$ cat src/dcp_defines.svh
// Purpose: timing constants and field sizes for the chained pwm sink driver
// Assumes: 20 MHz reference clock
// Notes: counts derived from times by expression
`ifndef DCP_DEFINES_SVH
`define DCP_DEFINES_SVH
`define DCP_REF_CLK_HZ 20000000
`define DCP_PWM_CLK_HZ 5000000
`define DCP_MIN_PULSE_NS 120
// reference cycles per pwm tick, at least one
`define DCP_PWM_DIV ((`DCP_REF_CLK_HZ / `DCP_PWM_CLK_HZ) < 1 ? 1 : (`DCP_REF_CLK_HZ / `DCP_PWM_CLK_HZ))
// shortest on-pulse in reference cycles, rounded up
`define DCP_MIN_PULSE_CYC ((`DCP_MIN_PULSE_NS * (`DCP_REF_CLK_HZ / 1000000) + 999) / 1000)
`define DCP_CHANNELS 8
`define DCP_BYTE_BITS 8
`endif

$ cat src/dcp_pkg.sv
// Purpose: types for the chained pwm sink driver
// Assumes: nothing
// Notes: capture state machine states
`default_nettype none
package dcp_pkg;
	typedef enum logic [0:0] {
		DCP_IDLE,
		DCP_CAPTURE
	} dcp_state_t;
endpackage
`default_nettype wire
$ cat src/dcp_driver.sv
// Purpose: eight channel 8-bit pwm sink driver with daisy-chained serial load
// Assumes: link pins asynchronous to ref_clk_i; shift clock well under 1/6 ref rate
// Notes: outputs are on-levels; the pad inverts for the open-drain sink
`timescale 1ns/100ps
`default_nettype none
`include "dcp_defines.svh"

// Overview of operation
// - shift data on shift clock rising edge
// - sync input treated low after reset
// - only sync rising edge starts capture
// - only synced device accepts bytes
// - new duties applied once eight latches full
// - forward sync after eight latches load
// - enable high: outputs follow pwm values
// - enable low: all outputs off
// - 256 duty levels per channel
// - pwm timed from internal 5 MHz tick
// - minimum on-pulse 120 ns step (code steps in one pwm tick, 200 ns at 5 MHz)
// - data output buffers data input
// - clock output buffers clock input
// - enable output buffers enable input
// - reset forces all outputs on
// - msb first, channel 0 first
module dcp_driver #(
	parameter int CHANNELS = `DCP_CHANNELS,
	parameter int PWM_DIV = `DCP_PWM_DIV
) (
	input wire logic ref_clk_i,
	input wire logic rst_n_i,
	input wire logic serial_data_in_i,
	input wire logic shift_clock_in_i,
	input wire logic sync_chain_in_i,
	input wire logic global_enable_in_i,
	output logic serial_data_out_o,
	output logic shift_clock_out_o,
	output logic sync_chain_out_o,
	output logic global_enable_out_o,
	output logic [CHANNELS-1:0] chan_on_o,
	output dcp_pkg::dcp_state_t state_o
);
	import dcp_pkg::*;

	localparam int CW = (CHANNELS > 1) ? $clog2(CHANNELS) : 1;
	localparam int DW = (PWM_DIV > 1) ? $clog2(PWM_DIV) : 1;

	// elaboration guards: settings the counters cannot serve stop the build
	if (CHANNELS < 1 || CHANNELS > 64) begin : g_bad_channels
		$error("CHANNELS out of range");
	end
	if (PWM_DIV < 1) begin : g_bad_div
		$error("PWM_DIV must be at least 1");
	end

	// three-stage synchronisers; stage 0 is read by stage 1 only
	logic [2:0] data_s_r, clk_s_r, sync_s_r, en_s_r;
	always_ff @(posedge ref_clk_i) begin
		if (!rst_n_i) begin
			data_s_r <= 3'h0;
			clk_s_r <= 3'h0;
			sync_s_r <= 3'h0;
			en_s_r <= 3'h0;
		end else begin
			data_s_r <= {data_s_r[1:0], serial_data_in_i};
			clk_s_r <= {clk_s_r[1:0], shift_clock_in_i};
			sync_s_r <= {sync_s_r[1:0], sync_chain_in_i};
			en_s_r <= {en_s_r[1:0], global_enable_in_i};
		end
	end

	// a change counts once stages one and two agree
	logic data_f_r, clk_f_r, sync_f_r, en_f_r;
	always_ff @(posedge ref_clk_i) begin
		if (!rst_n_i) begin
			data_f_r <= 1'b0;
			clk_f_r <= 1'b0;
			sync_f_r <= 1'b0;
			en_f_r <= 1'b0;
		end else begin
			if (data_s_r[1] == data_s_r[2]) data_f_r <= data_s_r[2];
			if (clk_s_r[1] == clk_s_r[2]) clk_f_r <= clk_s_r[2];
			if (sync_s_r[1] == sync_s_r[2]) sync_f_r <= sync_s_r[2];
			if (en_s_r[1] == en_s_r[2]) en_f_r <= en_s_r[2];
		end
	end

	wire clk_rise = (clk_s_r[1] == clk_s_r[2]) && clk_s_r[2] && !clk_f_r;
	wire sync_rise = (sync_s_r[1] == sync_s_r[2]) && sync_s_r[2] && !sync_f_r;
	wire data_bit = (data_s_r[1] == data_s_r[2]) ? data_s_r[2] : data_f_r;

	// 8-bit shift register, msb arrives first
	logic [7:0] shift_r;
	wire [7:0] shift_nxt = {shift_r[6:0], data_bit};
	always_ff @(posedge ref_clk_i) begin
		if (!rst_n_i) shift_r <= 8'h00;
		else if (clk_rise) shift_r <= shift_nxt;
	end

	// capture control: bit and channel counters
	dcp_state_t state_r;
	logic [2:0] bit_cnt_r;
	logic [CW-1:0] chan_cnt_r;
	wire byte_done = (state_r == DCP_CAPTURE) && clk_rise && (bit_cnt_r == 3'h7);
	wire last_chan = (chan_cnt_r == CW'(CHANNELS - 1));
	wire frame_done = byte_done && last_chan;

	always_ff @(posedge ref_clk_i) begin
		if (!rst_n_i) begin
			state_r <= DCP_IDLE;
			bit_cnt_r <= 3'h0;
			chan_cnt_r <= '0;
		end else begin
			unique case (state_r)
				DCP_IDLE: begin
					if (sync_rise) begin
						state_r <= DCP_CAPTURE;
						bit_cnt_r <= 3'h0;
						chan_cnt_r <= '0;
					end
				end
				DCP_CAPTURE: begin
					if (clk_rise) bit_cnt_r <= bit_cnt_r + 3'h1;
					if (byte_done) chan_cnt_r <= chan_cnt_r + CW'(1);
					if (frame_done) state_r <= DCP_IDLE;
				end
			endcase
		end
	end

	// per-channel latches; only a synced device writes them
	// registers live per generate scope, so each has exactly one driver
	wire [7:0] latch_r [CHANNELS];
	wire [7:0] duty_r [CHANNELS];
	generate
		for (genvar g = 0; g < CHANNELS; g++) begin : g_latch
			logic [7:0] held_r;
			logic [7:0] live_r;
			wire hit = byte_done && (chan_cnt_r == CW'(g));
			always_ff @(posedge ref_clk_i) begin
				if (!rst_n_i) held_r <= 8'hFF;
				else if (hit) held_r <= shift_nxt;
			end
			// duties move together only when all latches are full
			always_ff @(posedge ref_clk_i) begin
				if (!rst_n_i) live_r <= 8'hFF;
				else if (frame_done) live_r <= (g == CHANNELS - 1) ? shift_nxt : held_r;
			end
			assign latch_r[g] = held_r;
			assign duty_r[g] = live_r;
		end
	endgenerate

	// pwm tick divider: one-cycle enable at the internal pwm rate
	logic [DW-1:0] div_r;
	wire tick = (div_r == DW'(PWM_DIV - 1));
	always_ff @(posedge ref_clk_i) begin
		if (!rst_n_i) div_r <= '0;
		else div_r <= tick ? '0 : div_r + DW'(1);
	end

	// 256-tick period; one tick is the smallest on-pulse step
	logic [7:0] phase_r;
	always_ff @(posedge ref_clk_i) begin
		if (!rst_n_i) phase_r <= 8'h00;
		else if (tick) phase_r <= phase_r + 8'h01;
	end

	// reset forcing: outputs held on while reset is active
	logic por_r;
	always_ff @(posedge ref_clk_i) begin
		if (!rst_n_i) por_r <= 1'b1;
		else por_r <= 1'b0;
	end

	logic [CHANNELS-1:0] on_nxt;
	generate
		for (genvar g = 0; g < CHANNELS; g++) begin : g_cmp
			assign on_nxt[g] = en_f_r && (phase_r < duty_r[g]);
		end
	endgenerate

	always_ff @(posedge ref_clk_i) begin
		if (!rst_n_i) chan_on_o <= {CHANNELS{1'b1}};
		else chan_on_o <= on_nxt;
	end

	// sync out rises after the last latch loads, follows input low again
	logic sent_r;
	always_ff @(posedge ref_clk_i) begin
		if (!rst_n_i) sent_r <= 1'b0;
		else if (frame_done) sent_r <= 1'b1;
		else if (sync_rise) sent_r <= 1'b0;
		else if (!sync_f_r) sent_r <= 1'b0;
	end

	// buffered copies; sync path adds latency, acceptable at link rates
	always_ff @(posedge ref_clk_i) begin
		if (!rst_n_i) begin
			serial_data_out_o <= 1'b0;
			shift_clock_out_o <= 1'b0;
			global_enable_out_o <= 1'b0;
			sync_chain_out_o <= 1'b0;
			state_o <= DCP_IDLE;
		end else begin
			serial_data_out_o <= data_f_r;
			shift_clock_out_o <= clk_f_r;
			global_enable_out_o <= en_f_r;
			sync_chain_out_o <= sent_r && sync_f_r;
			state_o <= state_r;
		end
	end
endmodule // dcp_driver
`default_nettype wire

$ cat config.mk
export PLATFORM = sky130hd
export DESIGN_NAME = dcp_driver
export DESIGN_NICKNAME = d
export VERILOG_FILES = /design/src/dcp_pkg.sv /design/src/dcp_driver.sv
export VERILOG_INCLUDE_DIRS = /design/src
export SDC_FILE = /design/constraint.sdc
export NUM_CORES = 1
export LEC_CHECK = 0
export BUFFER_PORTS_ARGS = -buffer_cell sky130_fd_sc_hd__clkbuf_2
export CELL_PAD_IN_SITES_DETAIL_PLACEMENT = 1
export CELL_PAD_IN_SITES_GLOBAL_PLACEMENT = 1
export CORE_ASPECT_RATIO = 0.5
export CORE_MARGIN = 1
export CORE_UTILIZATION = 40
export CTS_BUF_LIST = sky130_fd_sc_hd__clkbuf_4 sky130_fd_sc_hd__clkbuf_8
export DETAILED_ROUTE_END_ITERATION = 6
export PLACE_DENSITY = 0.78
export SLEW_MARGIN = 20
export SYNTH_ARGS = -nofsm -noshare
export SYNTH_HDL_FRONTEND = slang
export SYNTH_SLANG_ARGS = --single-unit
$ cat constraint.sdc
create_clock -name ref_clk_i -period 2.3 [get_ports ref_clk_i]
set_clock_uncertainty 0.2 [all_clocks]
set_input_delay 0.115 -clock ref_clk_i [delete_from_list [all_inputs] [get_ports ref_clk_i]]
set_output_delay 0.115 -clock ref_clk_i [all_outputs]
set_load 0.02 [all_outputs]
Word level (Yosys, flattened, before mapping):

Cells that the tools add are included.

* register bits: 174
* latch bits: 0
* memory bits (writable): 0
* ROM bits: 0
* input bits: 6
* output and inout port bits: 13
* word-level logic and storage cells: 108
* memories kept: 0

* add/subtract/negate cells: 4
* multiply operators: 0
* divide/modulo/power cells: 0
* $lt $le $gt $ge: 8
* equal/unequal tests: 17
* shift operators: 0
* multiplexer cells: 12
* bitwise operators: 2
* reduce and logical (&&, ||, !) cells: 29

Operators with widths (number)
* less-than comparator 8 bit: 8
* logical AND 1 bit: 23
* == test 3 bit (second input constant): 5
* one-hot mux 3 bit (2 select lines): 2
* two-way mux 3 bit: 3
* adder 8 x 1 -> 8 bit (second input constant): 1
* adder 3 x 1 -> 3 bit (second input constant): 2
* == test 3 x 2 -> 1 bit (second input constant): 2
* two-way mux 1 bit: 6
* == test 1 bit: 4
* != test 2 bit (second input constant): 2
* AND reduction 2 bit: 2
* == test 3 x 1 -> 1 bit (second input constant): 1
* zero test 3 bit: 1
* != test 3 x 1 -> 1 bit (second input constant): 1
* adder 2 x 1 -> 2 bit (second input constant): 1
* == test 2 bit (second input constant): 1
* zero test 1 bit: 2
* != test 2 x 1 -> 1 bit (second input constant): 1
* inverter 1 bit: 2
* one-hot mux 1 bit (2 select lines): 1
* OR reduction 2 bit: 1

Logic depth before layout (Yosys ltp):

Gate-level depths: netlist (run 1).

* depth after elaboration: 8
* gate-level depth with buffers: 8
* mapped depth without buffers: 5

Worst setup path before layout (run 1):

OpenSTA, ideal clock, no wires.

* path type: flip-flop to flip-flop
* start: register bit_cnt_r[0]
* end: register g_latch[1].live_r[0]
* library setup time: 148 ps
* arrival: 1513 ps
* data required time: 1952 ps
* slack: 439 ps
* cell stages (with the launch flop): 9
* buffers on the path: 3
* period minus slack after synthesis: 1861 ps
* cell sequence: dfxtp_1 ha_1 ha_1 buf_4 nand4b_4 buf_2 buf_2 o21ai_0 o211ai_2

* cells in the longest elaborated chain, start to end: 3

Ends and longest elaborated chain
* from (decl): RTL line dcp_driver.sv:101 `logic [2:0] bit_cnt_r;`
* from (signal assigned): RTL line dcp_driver.sv:122 `if (clk_rise) bit_cnt_r <= bit_cnt_r + 3'h1;`
* == test 3 bit: RTL line dcp_driver.sv:103 `wire byte_done = (state_r == DCP_CAPTURE) && clk_rise && (bit_cnt_r == 3'h7);`
* logical AND 1 bit: RTL line dcp_driver.sv:103
* logical AND 1 bit
* to (signal assigned): RTL line dcp_driver.sv:146 `else if (frame_done) live_r <= (g == CHANNELS - 1) ? shift_nxt : held_r;`
* to (decl): RTL line dcp_driver.sv:137 `logic [7:0] live_r;`

Every way passes these cells.
A chain may end at the register's enable or synchronous reset.

Final worst setup path (run 1):

* start: register bit_cnt_r[0]
* end: register g_latch[5].held_r[2]

* cells in the longest elaborated chain, start to end: 3

Ends and longest elaborated chain
* == test 3 bit: RTL line dcp_driver.sv:103
* logical AND 1 bit: RTL line dcp_driver.sv:103
* logical AND 1 bit: RTL line dcp_driver.sv:138 `wire hit = byte_done && (chan_cnt_r == CW'(g));`
* to (signal assigned): RTL line dcp_driver.sv:141 `else if (hit) held_r <= shift_nxt;`
* to (decl): RTL line dcp_driver.sv:136 `logic [7:0] held_r;`

Every way passes these cells.

==> metrics.md, run 1 <==
| Metric | Value |
|---|---|
| IO Pins | `19` |
| Final-report hold violation count | `0` |
| First DRT Iteration DRCs | `290` |
| Tot Pwr | `5.47 mW` |
| Syn_nets | `946` |
| Row count | `36` |
| First-pass GRT wire length | `35400 um` |
| Final period utilization | `0.954` |
| Starting Density | `0.414` |
| Routed length per instance | `19.0 um` |
| Leakage | `4.59 nW` |
| Cells after Synth | `872` |
| Top cells by area, synth | `dfxtp_1, ha_1, o211ai_2` |
| Relative slew slack | `0.556` |
| Vias in the first global route | `6617` |
| CP Capture Type | `flop` |
| Die height | `103 um` |
| Worst Max-Slew Pin Slew | `665 ps` |
| Max_cap viols | `0` |
| Pre-antenna DRT Iters | `5` |
| DR vias | `6473` |
| Fin cells | `1151` |
| DRT antenna net count | `0` |
| Gate power share | `0.029` |
| Port-buffer cells | `18` |
| Reg clk slew, reported paths | `100 ps` |
| Most frequent cells after synthesis | `dfxtp_1, inv_1, o21ai_0` |
| Finished Core Util | `0.455` |
| Layout net count | `946` |
| Total GRT Usage | `0.221` |
| Cell Area, Synth | `8190 um^2` |
| Worst hold start | `shift_clock_in_i` |
| Worst setup SP type | `flop` |
| Max-slew violation count | `0` |
| Switching Power | `1.38 mW` |
| Status | `completed` |
| Via-per-instance ratio | `5.62` |
| YS warnings | `0` |
| Seq/Total Area, Yosys | `0.425` |
| Most frequent cell after synthesis | `dfxtp_1` |
| Fin area | `9000 um^2` |
| Syn avg cell area | `9.40 um^2` |
| Internal power | `4.09 mW` |
| Largest net degree at the start of global routing | `63` |
| Synth area leader | `dfxtp_1` |
| Max VDD drop | `0.379 mV` |
| ANT cells | `0` |
| Worst-path fanout max | `28` |
| Share of the synthesized area in the top cell type | `0.425` |
| Grt ovf | `0` |
| Area of placed instances | `8510 um^2` |
| Post-DP HPWL | `14400 um` |
| Placement Setup Slack | `107 ps` |
| CTS tree | `done` |
| Clk Latency, worst-skew pair | `490 ps` |
| CP Data Required Time | `2440 ps` |
| Total negative slack | `0 ps` |
| Fmax | `456 MHz` |
| Area delta synth->final | `9.88%` |
| Max clock buf depth | `2` |
| Die X | `204 um` |
| Clock power share | `0.414` |
| CTS Buf Count | `17` |
| Power per cell area | `607 nW/um^2` |
| Core box area | `19800 um^2` |
| Synth async-reset ratio | `0` |
| Clock tree sinks | `174` |
| Clk root buf | `clkbuf_8` |
| H-tree depth | `4` |
| Final Hold Slack | `200 ps` |
| Layout cells sized above 1 | `0.134` |
| Worst r2r src | `bit_cnt_r[0]` |
| Critical path class | `flop to flop` |
| Most used DFF post-synth | `dfxtp_1` |
| RSZ-0062 raised after global routing | `no` |
| EDFF count, synth | `0` |
| Netlist cell types | `51` |
| Critical path arrival | `2330 ps` |
| Seq pwr share | `0.558` |
| Routability cong. | `0.812` |
| Drt total wl | `21900 um` |
| Initial antenna violation count | `0` |
| Residual DRC | `0` |
| Setup ws final | `106 ps` |
| Setup violators final | `0` |
| Fin crit period | `2190 ps` |
| Dpl cells | `1111` |
| Sw frac | `0.252` |
| Area of the die | `21100 um^2` |
| CP startpoint | `bit_cnt_r[0]` |
| Worst min path class | `primary input to flop` |
| Synthesized flop and latch total | `174` |
final cells by class:
| class | instances | area [um^2] |
|---|---|---|
| Fill cell | 2233 | 10800 |
| Timing Repair Buffer | 48 | 388 |
| Tap cell | 266 | 333 |
| Sequential cell | 174 | 3480 |
| Inverter | 124 | 465 |
| Clock inverter | 15 | 171 |
| Clock buffer | 17 | 234 |
| Multi-Input combinational cell | 507 | 3930 |
sequential cells by signal, indices dropped and copies added, names as in the netlist, 2 cells and up:
signal,count
clk_s_r,3
phase_r,8
shift_r,7
g_latch.held_r,56
bit_cnt_r,3
data_s_r,3
chan_on_o,8
en_s_r,3
div_r,2
chan_cnt_r,3
g_latch.live_r,64
sync_s_r,3
critical path, cell delays in order, from the launching register on:
cell	delay (ps)
dfxtp_1	370
ha_1	170
ha_1	210
buf_4	220
nand4_4	410
o21ai_1	300
o311ai_1	140
per-layer routing:
| layer | part of all wire | routed length [um] | up-vias | GRT usage |
|---|---|---|---|---|
| met5 | 0 | 0 | - | 0 |
| met4 | 0.022 | 488 | 0 | 0.0827 |
| met3 | 0.034 | 750 | 33 | 0.0457 |
| met2 | 0.46 | 10100 | 101 | 0.371 |
| met1 | 0.48 | 10600 | 3224 | 0.283 |
| li1 | - | - | 3115 | - |
cells in the final DEF, fill, tap and decap left out, drive strengths merged, types with 19 or more instances in the layout:
cell type and count:
buf 23, inv 133, o211ai 62, dfxtp 174
nand3 32, ha 68, o311ai 42, clkbuf 34
nand2 22, o21ai 119, nand2b 19
final timing paths:
| check | end | slack, ps | cells past startpoint |
|---|---|---|---|
| hold reg to reg | div_r[0] | 240 | 1 |
| setup / recovery | g_latch[5].held_r[2] | 110 | 6 |
| hold / removal | clk_s_r[0] | 200 | 3 |
| setup reg to reg | g_latch[5].held_r[2] | 110 | 6 |
power by group through the flow:
stage	clock network, mW	logic [mW]	registers (mW)
after floorplan	0	0.0947	3.12
after global placement	0	0.142	3.12
after detailed placement	0	0.146	3.12
after CTS	2.30	0.157	3.05
after global routing	2.42	0.172	3.05
final	2.26	0.157	3.05
logic make-up (layout without fill, tap and decap cells):
group                      after synthesis  count (layout)  share of synthesized area
buffers and inverters                  191             204                     0.0968
adders and majority gates               69              69                      0.105
xor gates and xnor gates                 4               4                    0.00428
DFF                                    174             174                      0.425
AOI/OAI and AO/OA                      291             291                      0.262
and+or+nand+nor                        136             136                     0.0982
muxes                                    7               7                    0.00855
timing repair:
| item | in CTS | in global routing |
|---|---|---|
| hold endpoints to repair | 56 | 0 |
| setup endpoints to repair | 0 | 5 |
| hold buffers | 8 | 0 |
| buffers inserted | 0 | 0 |
| gates resized for setup | 0 | 1 |
(Power assumes the default switching activity.)
==> run 2: changes to the inputs <==
- CTS_CLUSTER_SIZE: default -> 14
- RECOVER_POWER: default -> 25
==> run 2 against run 1 <==
  * Design area is 0.25% lower
  * Hold slack improved by 2.8 ps
  * Sequential power hardly changed
  * Final cell count unchanged
  * Critical endpoint unchanged
  * Largest cell class unchanged
==> metrics.md, run 2 (synthesis results as in run 1) <==
| Metric | Value |
|---|---|
| Grt ovf | `0` |
| Worst-path fanout max | `28` |
| Reg clk slew, reported paths | `100 ps` |
| Clk root buf | `clkbuf_8` |
| Metal-1 WL | `10600 um` |
| Area delta synth->final | `9.61%` |
| IO Pins | `19` |
| Hold path cells | `3` |
| Fmax | `452 MHz` |
| Initial antenna violation count | `0` |
| Starting Density | `0.414` |
| Final Hold Slack | `203 ps` |
| Max_cap viols | `0` |
| Setup Buffers After CTS | `0` |
| CP Data Required Time | `2440 ps` |
| CP Capture Type | `flop` |
| Fin crit period | `2210 ps` |
| Row count | `36` |
| Die height | `103 um` |
| Total GRT Usage | `0.221` |
| Critical path arrival | `2350 ps` |
| Largest Register | `g_latch.live_r` |
| Clk Latency, worst-skew pair | `490 ps` |
| Most common cell after layout, fill and taps aside | `dfxtp_1` |
| Critical path class | `flop to flop` |
| Max-slew violation count | `0` |
| DR vias | `6471` |
| Layout net count | `946` |
| Setup violators final | `0` |
| Crit-path most repeated cell | `ha_1` |
| Core box area | `19800 um^2` |
| Worst min path class | `primary input to flop` |
| Max VDD drop | `0.377 mV` |
| Port-buffer cells | `18` |
| First DRT Iteration DRCs | `282` |
| RSZ-0062 raised after global routing | `no` |
| Total negative slack | `0 ps` |
| DRT antenna net count | `0` |
| Reg2Reg Depth | `6` |
| Max reg flops | `64` |
| Via-per-instance ratio | `5.62` |
| Routability cong. | `0.812` |
| Max incr delay on CP | `420 ps` |
| Relative slew slack | `0.464` |
| Largest regs | `g_latch.live_r (64), g_latch.held_r (56)` |
| Area of the die | `21100 um^2` |
| Die X | `204 um` |
| Clock tree sinks | `174` |
| Largest net degree at the start of global routing | `63` |
| First-pass GRT wire length | `35400 um` |
| WP depth | `6` |
| Critical path cell sequence | `ha_1, ha_1, buf_4, nand4_4, o21ai_1, o311ai_1` |
| Buf+Inv Stages, Crit Path | `1` |
| WL met3 | `720 um` |
| CTS Buf Count | `17` |
| Worst setup SP type | `flop` |
| Power per cell area | `608 nW/um^2` |
| Final period utilization | `0.962` |
| Wire length on met2 | `10000 um` |
| Post-DP HPWL | `14400 um` |
| CP max-delay cell | `nand4_4` |
| Cell family with most CP delay | `compound AO/OA/AOI/OAI gates` |
| Fillers | `2239` |
| ANT cells | `0` |
| Layout cells sized above 1 | `0.119` |
| Worst Max-Slew Pin Slew | `805 ps` |
| Routed length per instance | `19.0 um` |
| Drt total wl | `21900 um` |
| Pre-antenna DRT Iters | `5` |
| Vias in the first global route | `6617` |
| H-tree depth | `4` |
| Final-report hold violation count | `0` |
| Status | `completed` |
| Max layer used | `met4` |
| Residual DRC | `0` |
| Max clock buf depth | `2` |
| Commonest non-fill, non-tap cells in the layout | `dfxtp_1, inv_1, o21ai_0, ha_1, o21ai_1` |
| CTS tree | `done` |
| Leakage | `4.54 nW` |
run 2: changes by cell type in the layout (fill, tap and decap cells not counted):
cell,before,now
and2_0,0,8
and2_1,17,9
buf_4,19,17
clkbuf_1,0,14
clkbuf_2,17,5
run 2: what timing repair did:
item | 4_1_cts | 5_1_grt
setup endpoints to repair | 0 | 5
endpoints found under the hold margin | 56 | 0
hold buffers | 8 | 0
resized for setup | 0 | 1
run 2: final cells by class:
class                      count  area, um^2  share of cell area
tap                          266         333              0.0371
inverter                     124         465              0.0518
timing repair buffer          48         365              0.0407
multi-input combinational    507        3930               0.437
sequential                   174        3480               0.388
clock buffer                  17         234              0.0261
clock inverter                15         171              0.0191
run 2: per-layer routing:
| metal | GRT usage | vias up |
|---|---|---|
| met3 | 0.0457 | 37 |
| met2 | 0.371 | 104 |
| met5 | 0 | - |
| li1 | - | 3111 |
| met1 | 0.283 | 3219 |
| met4 | 0.0827 | 0 |
run 2: final timing paths:
check,from,to,slack [ps]
hold / removal,shift_clock_in_i,clk_s_r[0],200
setup reg to reg,bit_cnt_r[0],g_latch[5].held_r[2],90
hold reg to reg,div_r[0],div_r[0],240
setup / recovery,bit_cnt_r[0],g_latch[5].held_r[2],90
run 2: tightest hold or removal path: stages:
cell and delay, ps:
dlygate4sd3_1 540, clkbuf_2 100, and2_0 110
run 2: report_power, final:
| part | leakage (nW) | switching, mW | total (mW) | internal, mW |
|---|---|---|---|---|
| combinational | 2.92 | 0.102 | 0.154 | 0.0517 |
| clock | 0.206 | 1.25 | 2.26 | 1.00 |
| sequential | 1.41 | 0.0159 | 3.05 | 3.03 |
run 2: through the flow:
step / cell area [um^2] / total power, mW / cells / worst slack (ps) / utilization
floorplan: 8190 / 3.22 / 872 / 439 / -
global placement: 8510 / 3.26 / 1111 / 262 / 0.431
detailed placement: 8510 / 3.27 / 1111 / 107 / 0.431
CTS: 9000 / 5.51 / 1151 / 93.2 / 0.455
global route: 8980 / 5.65 / 1151 / 0.385 / 0.454
finish: 8980 / 5.46 / 1151 / 87.2 / 0.454
